File: src/common/rlc_defs.svh
`ifndef RLC_DEFS_SVH
`define RLC_DEFS_SVH

// opcode shared by the immediate logical and and the immediate repeat form
`define RLC_OPC_IMM 8'h41
// direct register form, count comes from a general register
`define RLC_OPC_REG 8'h40
// destination byte that names the repeat counter
`define RLC_DEST_CNT 8'h04

// variant decode byte layout
`define RLC_VAR_TOP_HI 7
`define RLC_VAR_TOP_LO 6
`define RLC_VAR_INT_BIT 5
`define RLC_VAR_COND_BIT 4
`define RLC_VAR_SEL_HI 3
`define RLC_VAR_SEL_LO 0

// register byte offsets on the bus
`define RLC_OFS_CNT 8'h04
`define RLC_OFS_STAT 8'h08
`define RLC_OFS_CTRL 8'h0C
`define RLC_WORD_LO 2

// control register reset: repeat decoding enabled
`define RLC_CTRL_RST 1'b1
`define RLC_CTRL_EN_BIT 0

// counter step and terminal value
`define RLC_CNT_ONE 16'h0001
`define RLC_CNT_ZERO 16'h0000

`endif

File: src/common/rlc_pkg.sv
package rlc_pkg;

  // status flags produced by each executed instruction
  typedef struct packed {
    logic st;
    logic vt;
    logic v;
    logic c;
    logic n;
    logic z;
  } rlc_flags_t;

  // one decoded instruction offered by the pipeline
  typedef struct packed {
    logic [7:0] opcode;
    logic [15:0] imm;
    logic [15:0] regv;
    logic [7:0] variant;
    logic [7:0] dest;
  } rlc_instr_t;

  // why the last loop ended
  typedef struct packed {
    logic by_int;
    logic by_cond;
    logic by_count;
  } rlc_exit_t;

  // loop sequencer states
  typedef enum logic {
    RLC_IDLE = 1'b0,
    RLC_LOOP = 1'b1
  } rlc_state_t;

endpackage

File: src/rtl/rlc_cond_eval.sv
`timescale 1ns/1ns
// exit test for conditional variants, pure combinational
module rlc_cond_eval
  import rlc_pkg::*;
(
  input wire logic [3:0] sel,
  input wire rlc_flags_t flags,
  output logic hit
);

  // true forms for selector 8..F, in selector order
  wire [7:0] base;
  // upper half of the selector tests the plain flag forms
  wire upper;

  // st, higher, le, carry, vt, v, lt, equal [RULE11]
  assign base = {flags.z,
                 flags.n,
                 flags.v,
                 flags.vt,
                 flags.c,
                 flags.n | flags.z,
                 flags.c & ~flags.z,
                 flags.st};
  assign upper = sel[3];

  // lower half is the negation of the matching upper entry [RULE10]
  always_comb begin
    hit = base[sel[2:0]] ^ ~upper;
  end

endmodule

File: src/rtl/rlc_top.sv
// Chosen here: the Wishbone register port.
`timescale 1ns/1ns
`include "rlc_defs.svh"
// Notes on behaviour
// RULE1 - repeat re-executes only the next instruction
// RULE2 - software never repeats jumps, calls or returns
// RULE3 - repeat shares and opcode, destination decides
// RULE4 - decode byte picks one of four variants
// RULE5 - encoding: opcode, count low first, decode, dest
// RULE6 - load count; decrement then zero test
// RULE7 - end at zero, continue with next instruction
// RULE8 - initial zero count gives 65536 executions
// RULE9 - conditional: stop on zero or condition
// RULE10 - selector 0..7: negated condition tests
// RULE11 - selector 8..F: plain condition tests
// RULE12 - uninterruptible loops block interrupts throughout
// RULE13 - interruptible loops allow interrupts between iterations
// RULE14 - after interrupt, loop is not resumed
// RULE15 - software re-issues repeat if counter nonzero
// RULE16 - count from immediate or general register
// RULE17 - sixteen bit counter, readable, writable, undefined
// RULE18 - exit condition uses flags of each execution
module rlc_top
  import rlc_pkg::*;
#(
  parameter int CNT_W = 16
)
(
  input wire logic CLK_SYS,
  input wire logic ARST_N,
  // classic wishbone slave
  input wire logic WB_CYC_I,
  input wire logic WB_STB_I,
  input wire logic WB_WE_I,
  input wire logic [7:0] WB_ADR_I,
  input wire logic [3:0] WB_SEL_I,
  input wire logic [31:0] WB_DAT_I,
  output logic [31:0] WB_DAT_O,
  output logic WB_ACK_O,
  // decode stage of the pipeline
  input wire logic DEC_VALID,
  input wire rlc_instr_t DEC_INSTR,
  // execute stage feedback
  input wire logic EXEC_DONE,
  input wire rlc_flags_t EXEC_FLAGS,
  input wire logic INT_TAKEN,
  // steering back to fetch and interrupt logic
  output logic IS_REPEAT,
  output logic REPEAT_ACTIVE,
  output logic INT_INHIBIT,
  output logic LOOP_END
);

  // loop state and variant held for the running loop
  rlc_state_t state_q;
  rlc_state_t state_d;
  logic intr_q;
  logic intr_d;
  logic cond_q;
  logic cond_d;
  logic [3:0] sel_q;
  logic [3:0] sel_d;
  rlc_exit_t exit_q;
  rlc_exit_t exit_d;

  // counter has no reset value, software must not rely on it
  logic [CNT_W-1:0] cnt_q;
  logic [CNT_W-1:0] cnt_d;

  // control register, bit 0 enables repeat decoding
  logic ctrl_en_q;
  logic ctrl_en_d;

  // registered outputs
  logic ack_q;
  logic [31:0] rdat_q;
  logic [31:0] rdat_d;
  logic is_rep_q;
  logic loop_end_q;
  // inhibit is its own flop so interrupt logic sees no decode glitch
  logic inhibit_q;

  // decode
  // opcode of either and form
  wire opc_imm;
  wire opc_reg;
  wire opc_hit;
  // destination names the counter
  wire dest_hit;
  // variant byte fields
  wire var_top_ok;
  wire var_int;
  wire var_cond;
  wire [3:0] var_sel;
  wire var_ok;
  // final decision and chosen count
  wire rep_go;
  wire [CNT_W-1:0] load_val;

  assign opc_imm = DEC_INSTR.opcode == `RLC_OPC_IMM;
  assign opc_reg = DEC_INSTR.opcode == `RLC_OPC_REG;
  assign opc_hit = opc_imm | opc_reg;
  // the destination, with a decode byte in range, tells repeat from and [RULE3]
  assign dest_hit = DEC_INSTR.dest == `RLC_DEST_CNT; // [RULE5]

  // upper two bits of the variant must be clear [RULE4]
  assign var_top_ok =
    DEC_INSTR.variant[`RLC_VAR_TOP_HI:`RLC_VAR_TOP_LO] == 2'h0;
  assign var_int = DEC_INSTR.variant[`RLC_VAR_INT_BIT];
  assign var_cond = DEC_INSTR.variant[`RLC_VAR_COND_BIT];
  assign var_sel =
    DEC_INSTR.variant[`RLC_VAR_SEL_HI:`RLC_VAR_SEL_LO];
  // unconditional forms carry a zero selector: 00H or 20H [RULE4]
  assign var_ok = var_top_ok & (var_cond | (var_sel == 4'h0));

  // a decode byte outside the four ranges stays a plain and
  assign rep_go = DEC_VALID & ctrl_en_q & opc_hit & dest_hit
                  & var_ok & (state_q == RLC_IDLE); // [RULE3]

  // immediate word or register contents [RULE16]
  assign load_val = opc_reg ? DEC_INSTR.regv[CNT_W-1:0]
                            : DEC_INSTR.imm[CNT_W-1:0];

  // iteration
  // counter after this execution
  wire [CNT_W-1:0] cnt_dec;
  // zero reached after the decrement
  wire cnt_zero;
  // condition test on the flags of this execution
  wire cond_hit;
  // interrupt between iterations, only for interruptible loops
  wire int_brk;
  // one execution of the repeated instruction has finished
  wire iter;
  wire fin_count;
  wire fin_cond;
  wire fin_int;
  wire finish;

  // decrement first, then test; zero start wraps [RULE6] [RULE8]
  assign cnt_dec = cnt_q - CNT_W'(`RLC_CNT_ONE);
  assign cnt_zero = cnt_dec == CNT_W'(`RLC_CNT_ZERO); // [RULE6]

  rlc_cond_eval u_cond (
    .sel(sel_q),
    .flags(EXEC_FLAGS),
    .hit(cond_hit)
  );

  // an iteration is one finished execution while looping
  assign iter = (state_q == RLC_LOOP) & EXEC_DONE; // [RULE1]
  assign fin_count = iter & cnt_zero; // [RULE7]
  // flags of the same execution as the zero test [RULE18]
  assign fin_cond = iter & cond_q & cond_hit; // [RULE9]
  // uninterruptible loops ignore any take [RULE12] [RULE13]
  assign int_brk = (state_q == RLC_LOOP) & intr_q & INT_TAKEN;
  // loop is dropped, not resumed, after the interrupt [RULE14]
  assign fin_int = int_brk;
  assign finish = fin_count | fin_cond | fin_int;

  // bus decode
  // word index of the request
  wire [5:0] wb_word;
  wire wb_req;
  wire sel_cnt;
  wire sel_stat;
  wire sel_ctrl;
  // write lands on the edge that sees ack high
  wire wb_wr;
  wire wr_cnt;
  wire wr_ctrl;
  // byte-lane merged counter value
  wire [CNT_W-1:0] cnt_wval;
  // read views
  wire [31:0] stat_view;
  wire [31:0] cnt_view;
  wire [31:0] ctrl_view;

  // byte address in, only whole words are decoded
  assign wb_word = WB_ADR_I[7:`RLC_WORD_LO];
  assign wb_req = WB_CYC_I & WB_STB_I;
  // unmapped words match none of these and read as zero
  assign sel_cnt = wb_word == 6'(`RLC_OFS_CNT >> `RLC_WORD_LO);
  assign sel_stat = wb_word == 6'(`RLC_OFS_STAT >> `RLC_WORD_LO);
  assign sel_ctrl = wb_word == 6'(`RLC_OFS_CTRL >> `RLC_WORD_LO);
  assign wb_wr = wb_req & WB_WE_I & ack_q;
  assign wr_cnt = wb_wr & sel_cnt;
  assign wr_ctrl = wb_wr & sel_ctrl & WB_SEL_I[0];

  // software access to the counter [RULE17]
  // lane 1 is the high byte, lanes 2 and 3 have no bits here
  assign cnt_wval = {WB_SEL_I[1] ? WB_DAT_I[15:8] : cnt_q[15:8],
                     WB_SEL_I[0] ? WB_DAT_I[7:0] : cnt_q[7:0]};

  // status: live loop state and last exit cause
  assign stat_view = {26'h000_0000,
                      exit_q,
                      cond_q,
                      intr_q,
                      state_q == RLC_LOOP};
  assign cnt_view = 32'(cnt_q);
  assign ctrl_view = {31'h0000_0000, ctrl_en_q};

  // next state
  // loop sequencer
  always_comb begin
    state_d = state_q;
    intr_d = intr_q;
    cond_d = cond_q;
    sel_d = sel_q;
    exit_d = exit_q;
    case (state_q)
      RLC_IDLE: begin
        // a repeat arms the loop for the next instruction
        if (rep_go) begin
          state_d = RLC_LOOP;
          intr_d = var_int;
          cond_d = var_cond;
          sel_d = var_sel;
          exit_d = '0;
        end
      end
      RLC_LOOP: begin
        // any exit returns control to normal fetch [RULE7]
        if (finish) begin
          state_d = RLC_IDLE;
          exit_d.by_count = fin_count;
          exit_d.by_cond = fin_cond;
          exit_d.by_int = fin_int;
        end
      end
      default: begin
        state_d = RLC_IDLE;
      end
    endcase
  end

  // counter: load, decrement, or software write
  always_comb begin
    cnt_d = cnt_q;
    if (rep_go) begin
      cnt_d = load_val; // [RULE6]
    end else if (iter) begin
      // kept after an interrupt so software can reload [RULE15]
      cnt_d = cnt_dec; // [RULE6] [RULE8]
    end else if (wr_cnt) begin
      // hardware update wins over a same-cycle write
      cnt_d = cnt_wval; // [RULE17]
    end
  end

  // control register write
  always_comb begin
    ctrl_en_d = ctrl_en_q;
    if (wr_ctrl) begin
      ctrl_en_d = WB_DAT_I[`RLC_CTRL_EN_BIT];
    end
  end

  // read data captured in the cycle before ack
  always_comb begin
    rdat_d = 32'h0000_0000;
    if (sel_cnt) begin
      rdat_d = cnt_view;
    end else if (sel_stat) begin
      rdat_d = stat_view;
    end else if (sel_ctrl) begin
      rdat_d = ctrl_view;
    end
  end

  // registers
  // sequencer state
  always_ff @(posedge CLK_SYS or negedge ARST_N) begin
    if (!ARST_N) begin
      state_q <= RLC_IDLE;
      intr_q <= 1'b0;
      cond_q <= 1'b0;
      sel_q <= 4'h0;
      exit_q <= '0;
    end else begin
      state_q <= state_d;
      intr_q <= intr_d;
      cond_q <= cond_d;
      sel_q <= sel_d;
      // exit cause stays readable until the next load
      exit_q <= exit_d;
    end
  end

  // counter carries no reset, value is undefined [RULE17]
  always_ff @(posedge CLK_SYS) begin
    cnt_q <= cnt_d;
  end

  // control register
  always_ff @(posedge CLK_SYS or negedge ARST_N) begin
    if (!ARST_N) begin
      ctrl_en_q <= `RLC_CTRL_RST;
    end else begin
      ctrl_en_q <= ctrl_en_d;
    end
  end

  // bus answer: ack one cycle after the request, one cycle wide
  always_ff @(posedge CLK_SYS or negedge ARST_N) begin
    if (!ARST_N) begin
      ack_q <= 1'b0;
      rdat_q <= 32'h0000_0000;
    end else begin
      ack_q <= wb_req & ~ack_q;
      if (wb_req & ~ack_q) begin
        rdat_q <= rdat_d;
      end
    end
  end

  // pipeline steering outputs
  always_ff @(posedge CLK_SYS or negedge ARST_N) begin
    if (!ARST_N) begin
      is_rep_q <= 1'b0;
      loop_end_q <= 1'b0;
      inhibit_q <= 1'b0;
    end else begin
      // tells execute to skip the and result write
      is_rep_q <= rep_go; // [RULE3]
      loop_end_q <= (state_q == RLC_LOOP) & finish;
      // follows the next state, so it rises and falls with the loop
      inhibit_q <= (state_d == RLC_LOOP) & ~intr_d; // [RULE12]
    end
  end

  // outputs
  // the active flag is the loop state flop itself [RULE1]
  assign REPEAT_ACTIVE = state_q == RLC_LOOP;
  // inhibit only while an uninterruptible loop runs [RULE12]
  assign INT_INHIBIT = inhibit_q;
  assign IS_REPEAT = is_rep_q;
  assign LOOP_END = loop_end_q;
  // bus answer and read data straight from their flops
  assign WB_ACK_O = ack_q;
  assign WB_DAT_O = rdat_q;

endmodule

File: config.mk
export PLATFORM = sky130hd
export DESIGN_NAME = rlc_top
export DESIGN_NICKNAME = d
export VERILOG_FILES = /design/src/common/rlc_pkg.sv /design/src/rtl/rlc_cond_eval.sv /design/src/rtl/rlc_top.sv
export VERILOG_INCLUDE_DIRS = /design/src /design/src/common
export SDC_FILE = /design/constraint.sdc
export NUM_CORES = 1
export LEC_CHECK = 0
export BUFFER_PORTS_ARGS = -buffer_cell sky130_fd_sc_hd__buf_2
export CAP_MARGIN = 40
export CORE_UTILIZATION = 46
export DETAILED_ROUTE_END_ITERATION = 7
export HOLD_SLACK_MARGIN = 0.1
export PLACE_DENSITY = 0.81
export SETUP_SLACK_MARGIN = 0.3
export SYNTH_ARGS = -nofsm -noshare
export SYNTH_HDL_FRONTEND = slang
export SYNTH_SLANG_ARGS = --single-unit
File: constraint.sdc
create_clock -name CLK_SYS -period 2.55 [get_ports CLK_SYS]
set_input_delay 0.51 -clock CLK_SYS [delete_from_list [all_inputs] [get_ports CLK_SYS]]
set_output_delay 0.51 -clock CLK_SYS [all_outputs]
set_load 0.005 [all_outputs]
==> impl_metrics.py <==
metrics = {
    "status": {
        "status": "finished clean",
    },
    "cts": {
        "path_clk_slew_ns": 0.09,
        "clkSinkCount": 47,
        "postCtsHoldBufs": 0,
        "cts_tree": "done",
        "cts_root_buf": "clkbuf_8",
        "h-tree-depth": 2,
        "cts_inserted_buffers": 5,
        "clock_path_buffers": 2,
        "clk_latency_ns": 0.29,
    },
    "critical_path": {
        "crit_required_ns": 2.70,
        "critPathKind": "flop to flop",
        "critical_path_arrival_ns": 2.39,
        "timing.rr.start": "cnt_q[0]",
        "end_kind": "flop",
        "crit_start": "cnt_q[0]",
        "worstPathCellList": "buf_6, or3_4, xnor2_1, nor3_1, nand3_2, nor4b_4, buf_4, o21ai_0",
        "crit_fanout": 6,
        "slowest_stage": "edfxtp_1",
        "cp_slowest_stage_delay_ns": 0.41,
        "startpoint_type": "flop",
    },
    "timing": {
        "maxClockFrequency_mhz": 447.6,
        "final.period_utilization_pct": 87.62,
        "final_max_slew_viol_count": 0,
        "worst_slew_pin_slew_ns": 0.6670,
        "worst_slack_ns": 0.3158,
        "layout_min_cycle_time_ns": 2.234,
        "setup_violations": 0,
        "finClkSkew_ns": 0.007308,
        "rsz0062_at_grt": "yes",
        "slew_headroom_pct": 55.53,
        "hold_violations": 0,
        "setup_tns_ns": 0,
    },
    "power": {
        "clkPwrFrac_pct": 29.3,
        "p_leak_nw": 1.875,
        "p_int_mw": 1.158,
        "p_sw_uw": 400.5,
        "p_sw_share_pct": 25.70,
        "comb_power_share_pct": 16.8,
        "pwr-share-seq_pct": 53.9,
        "cellPowerDensity_mw_per_mm2": 404.9,
        "ir_worst_vdd_uv": 233.0,
        "finalPower_mw": 1.558,
    },
    "placement": {
        "globalplace.congestion": 0.8929,
        "io_buffers": 114,
        "hpwl_um": 6173,
        "place_ws_ns": 0.09388,
    },
    "grt": {
        "grt_pass1_vias": 2601,
        "grt_max_degree": 32,
        "antenna_found_initial": 0,
        "grt_pass1_wl_um": 12210,
        "grt_usage_pct": 24.89,
        "grt-ovfl-total": 0,
    },
    "detailed_routing": {
        "drtIter0Drc": 256,
        "final_antenna_net_count": 0,
        "via_per_inst": 5.488,
        "wirelength_um": 7913,
        "drc": 0,
        "wl_per_cell_um": 15.02,
        "num_vias": 2892,
        "firstDrtPassIters": 5,
    },
    "floorplanning": {
        "die_area_mm2": 0.006615,
        "fp.dieW_um": 81.34,
        "ios": 151,
        "die_h_um": 81.34,
        "start_util_pct": 48.33,
        "rows": 28,
        "coreArea_mm2": 0.005991,
    },
    "logic_synthesis": {
        "synth_edf_count": 16,
        "ys_ff_latch": 47,
        "synth-warning-count": 0,
        "avgSynthCellArea_um2": 9.250,
        "synth_cell_types": 57,
        "synthesis.area_mm2": 0.002895,
        "syn_inst": 313,
        "yosysSeqAreaShare_pct": 43.43,
        "yosys_most_used_dff": "dfrtp_1",
        "async_reset_ff_share_pct": 65.96,
    },
    "final_layout": {
        "final_cell_mix": "buf_2, nand2_1, dfrtp_1, buf_4, nor2_1",
        "seq_area_mm2": 0.001257,
        "antenna_cells": 0,
        "multiInputGateArea_mm2": 0.001558,
        "final_layout_size_suffix_gt1_share_pct": 39.38,
        "fin_util_pct": 64.24,
        "areaGrowthSynthToFinish_pct": 32.93,
        "fin_nets": 567,
        "fillCellCount": 500,
        "final_common_cell": "buf_2",
    },
    "worst_hold_path": {
        "hold_path_class": "input pin to async pin",
    },
    "run": {
        "cap_viol_max_count": 0,
    },
}
==> final timing paths <==
check,to,slack (ns),depth (start not counted)
setup / recovery,exit_q[1],0.32,8
hold / removal,sel_q[1],0.24,1
setup reg to reg,exit_q[1],0.32,8
hold reg to reg,WB_DAT_O[6],0.46,2
max in group asynchronous,WB_DAT_O[13],1.87,1
min in group CLK_SYS,INT_INHIBIT,0.40,2
==> cell families after synthesis <==
group	count (synthesis)	share of synthesized area, %
other cells	1	0.1295
simple gates	144	26.19
buf+inv	36	6.785
compound gates	57	13.74
mux	13	4.667
flops	47	43.43
fa+ha+maj	2	0.8642
xor+xnor	13	4.192
==> layer usage <==
| layer | up-vias | track usage (%) | wire, µm |
|---|---|---|---|
| li1 | 1377 | - | - |
| met1 | 1311 | 32.37 | 3197 |
| met2 | 190 | 42.25 | 3844 |
| met3 | 14 | 3.371 | 746 |
| met4 | 0 | 8.393 | 124 |
| met5 | - | 0 | 0 |
==> sequential cells by signal (all words and copies together), names as in the netlist <==
signal	cells
ctrl_en_q	1
exit_q	3
IS_REPEAT	1
sel_q	4
WB_DAT_O	16
cnt_q	16
REPEAT_ACTIVE	1
cond_q	1
LOOP_END	1
intr_q	1
INT_INHIBIT	1
WB_ACK_O	1
==> synth_stat cells (2+ instances only) <==
cell type	number	area, µm²
nand2_1	58	217.7
dfrtp_1	30	750.7
nor2_1	22	82.58
nand3_1	20	100.1
buf_4	16	120.1
edfxtp_1	16	480.5
o21ai_0	16	80.08
clkbuf_1	11	41.29
mux2i_1	9	90.09
xor2_1	9	78.83
nor3_1	8	40.04
a221oi_1	7	61.31
inv_1	7	26.28
a21oi_1	6	30.03
a22oi_1	5	37.54
a31oi_1	5	31.28
a221o_1	4	40.04
mux2_2	4	45.04
nand4_1	4	25.02
o22ai_1	4	25.02
and3_1	3	18.77
nor4b_1	3	26.28
or2_2	3	18.77
xnor2_1	3	26.28
ha_1	2	25.02
nand2b_1	2	12.51
nor2b_1	2	12.51
nor4_1	2	12.51
nor4_4	2	42.54
o221ai_1	2	17.52
or3_1	2	12.51
==> layout make-up <==
type | instances | area share (%)
Clock inverter | 1 | 0.1300
Tap cell | 75 | 2.438
Multi-Input combinational cell | 245 | 40.47
Inverter | 8 | 0.8453
Sequential cell | 47 | 32.67
Clock buffer | 7 | 2.243
Timing Repair Buffer | 144 | 21.20
==> power groups by stage <==
stage          registers (mW)  clock network [mW]  logic [mW]
6_report                0.840               0.456       0.262
5_1_grt                 0.842               0.492       0.290
4_1_cts                 0.838               0.465       0.245
3_5_place_dp            0.856                   0       0.234
3_3_place_gp            0.855                   0       0.230
2_1_floorplan           0.852                   0       0.120
==> per-stage QoR <==
step | hold slack, ns | area (µm²) | std cells
global placement | 0.4470 | 3626 | 509
detailed placement | 0.4510 | 3626 | 509
CTS | 0.2544 | 3770 | 522
finish | 0.2353 | 3849 | 527
floorplan | 0.2144 | 2965 | 328
global route | 0.2993 | 3849 | 527
==> critical path: cells and delay by family (launching register included) <==
kind | cells | cell delay, ns
simple gates | 4 | 1.05
compound gates | 1 | 0.10
flops | 1 | 0.41
buf+inv | 2 | 0.33
xor+xnor | 1 | 0.19
==> repair_timing <==
item | in CTS | in global routing
pin swaps | 0 | 2
endpoints found under the hold margin | 0 | 0
setup endpoints to repair | 6 | 7
resized for setup | 2 | 12
setup buffers | 5 | 5
No activity file was read; power rests on OpenSTA's default activity.
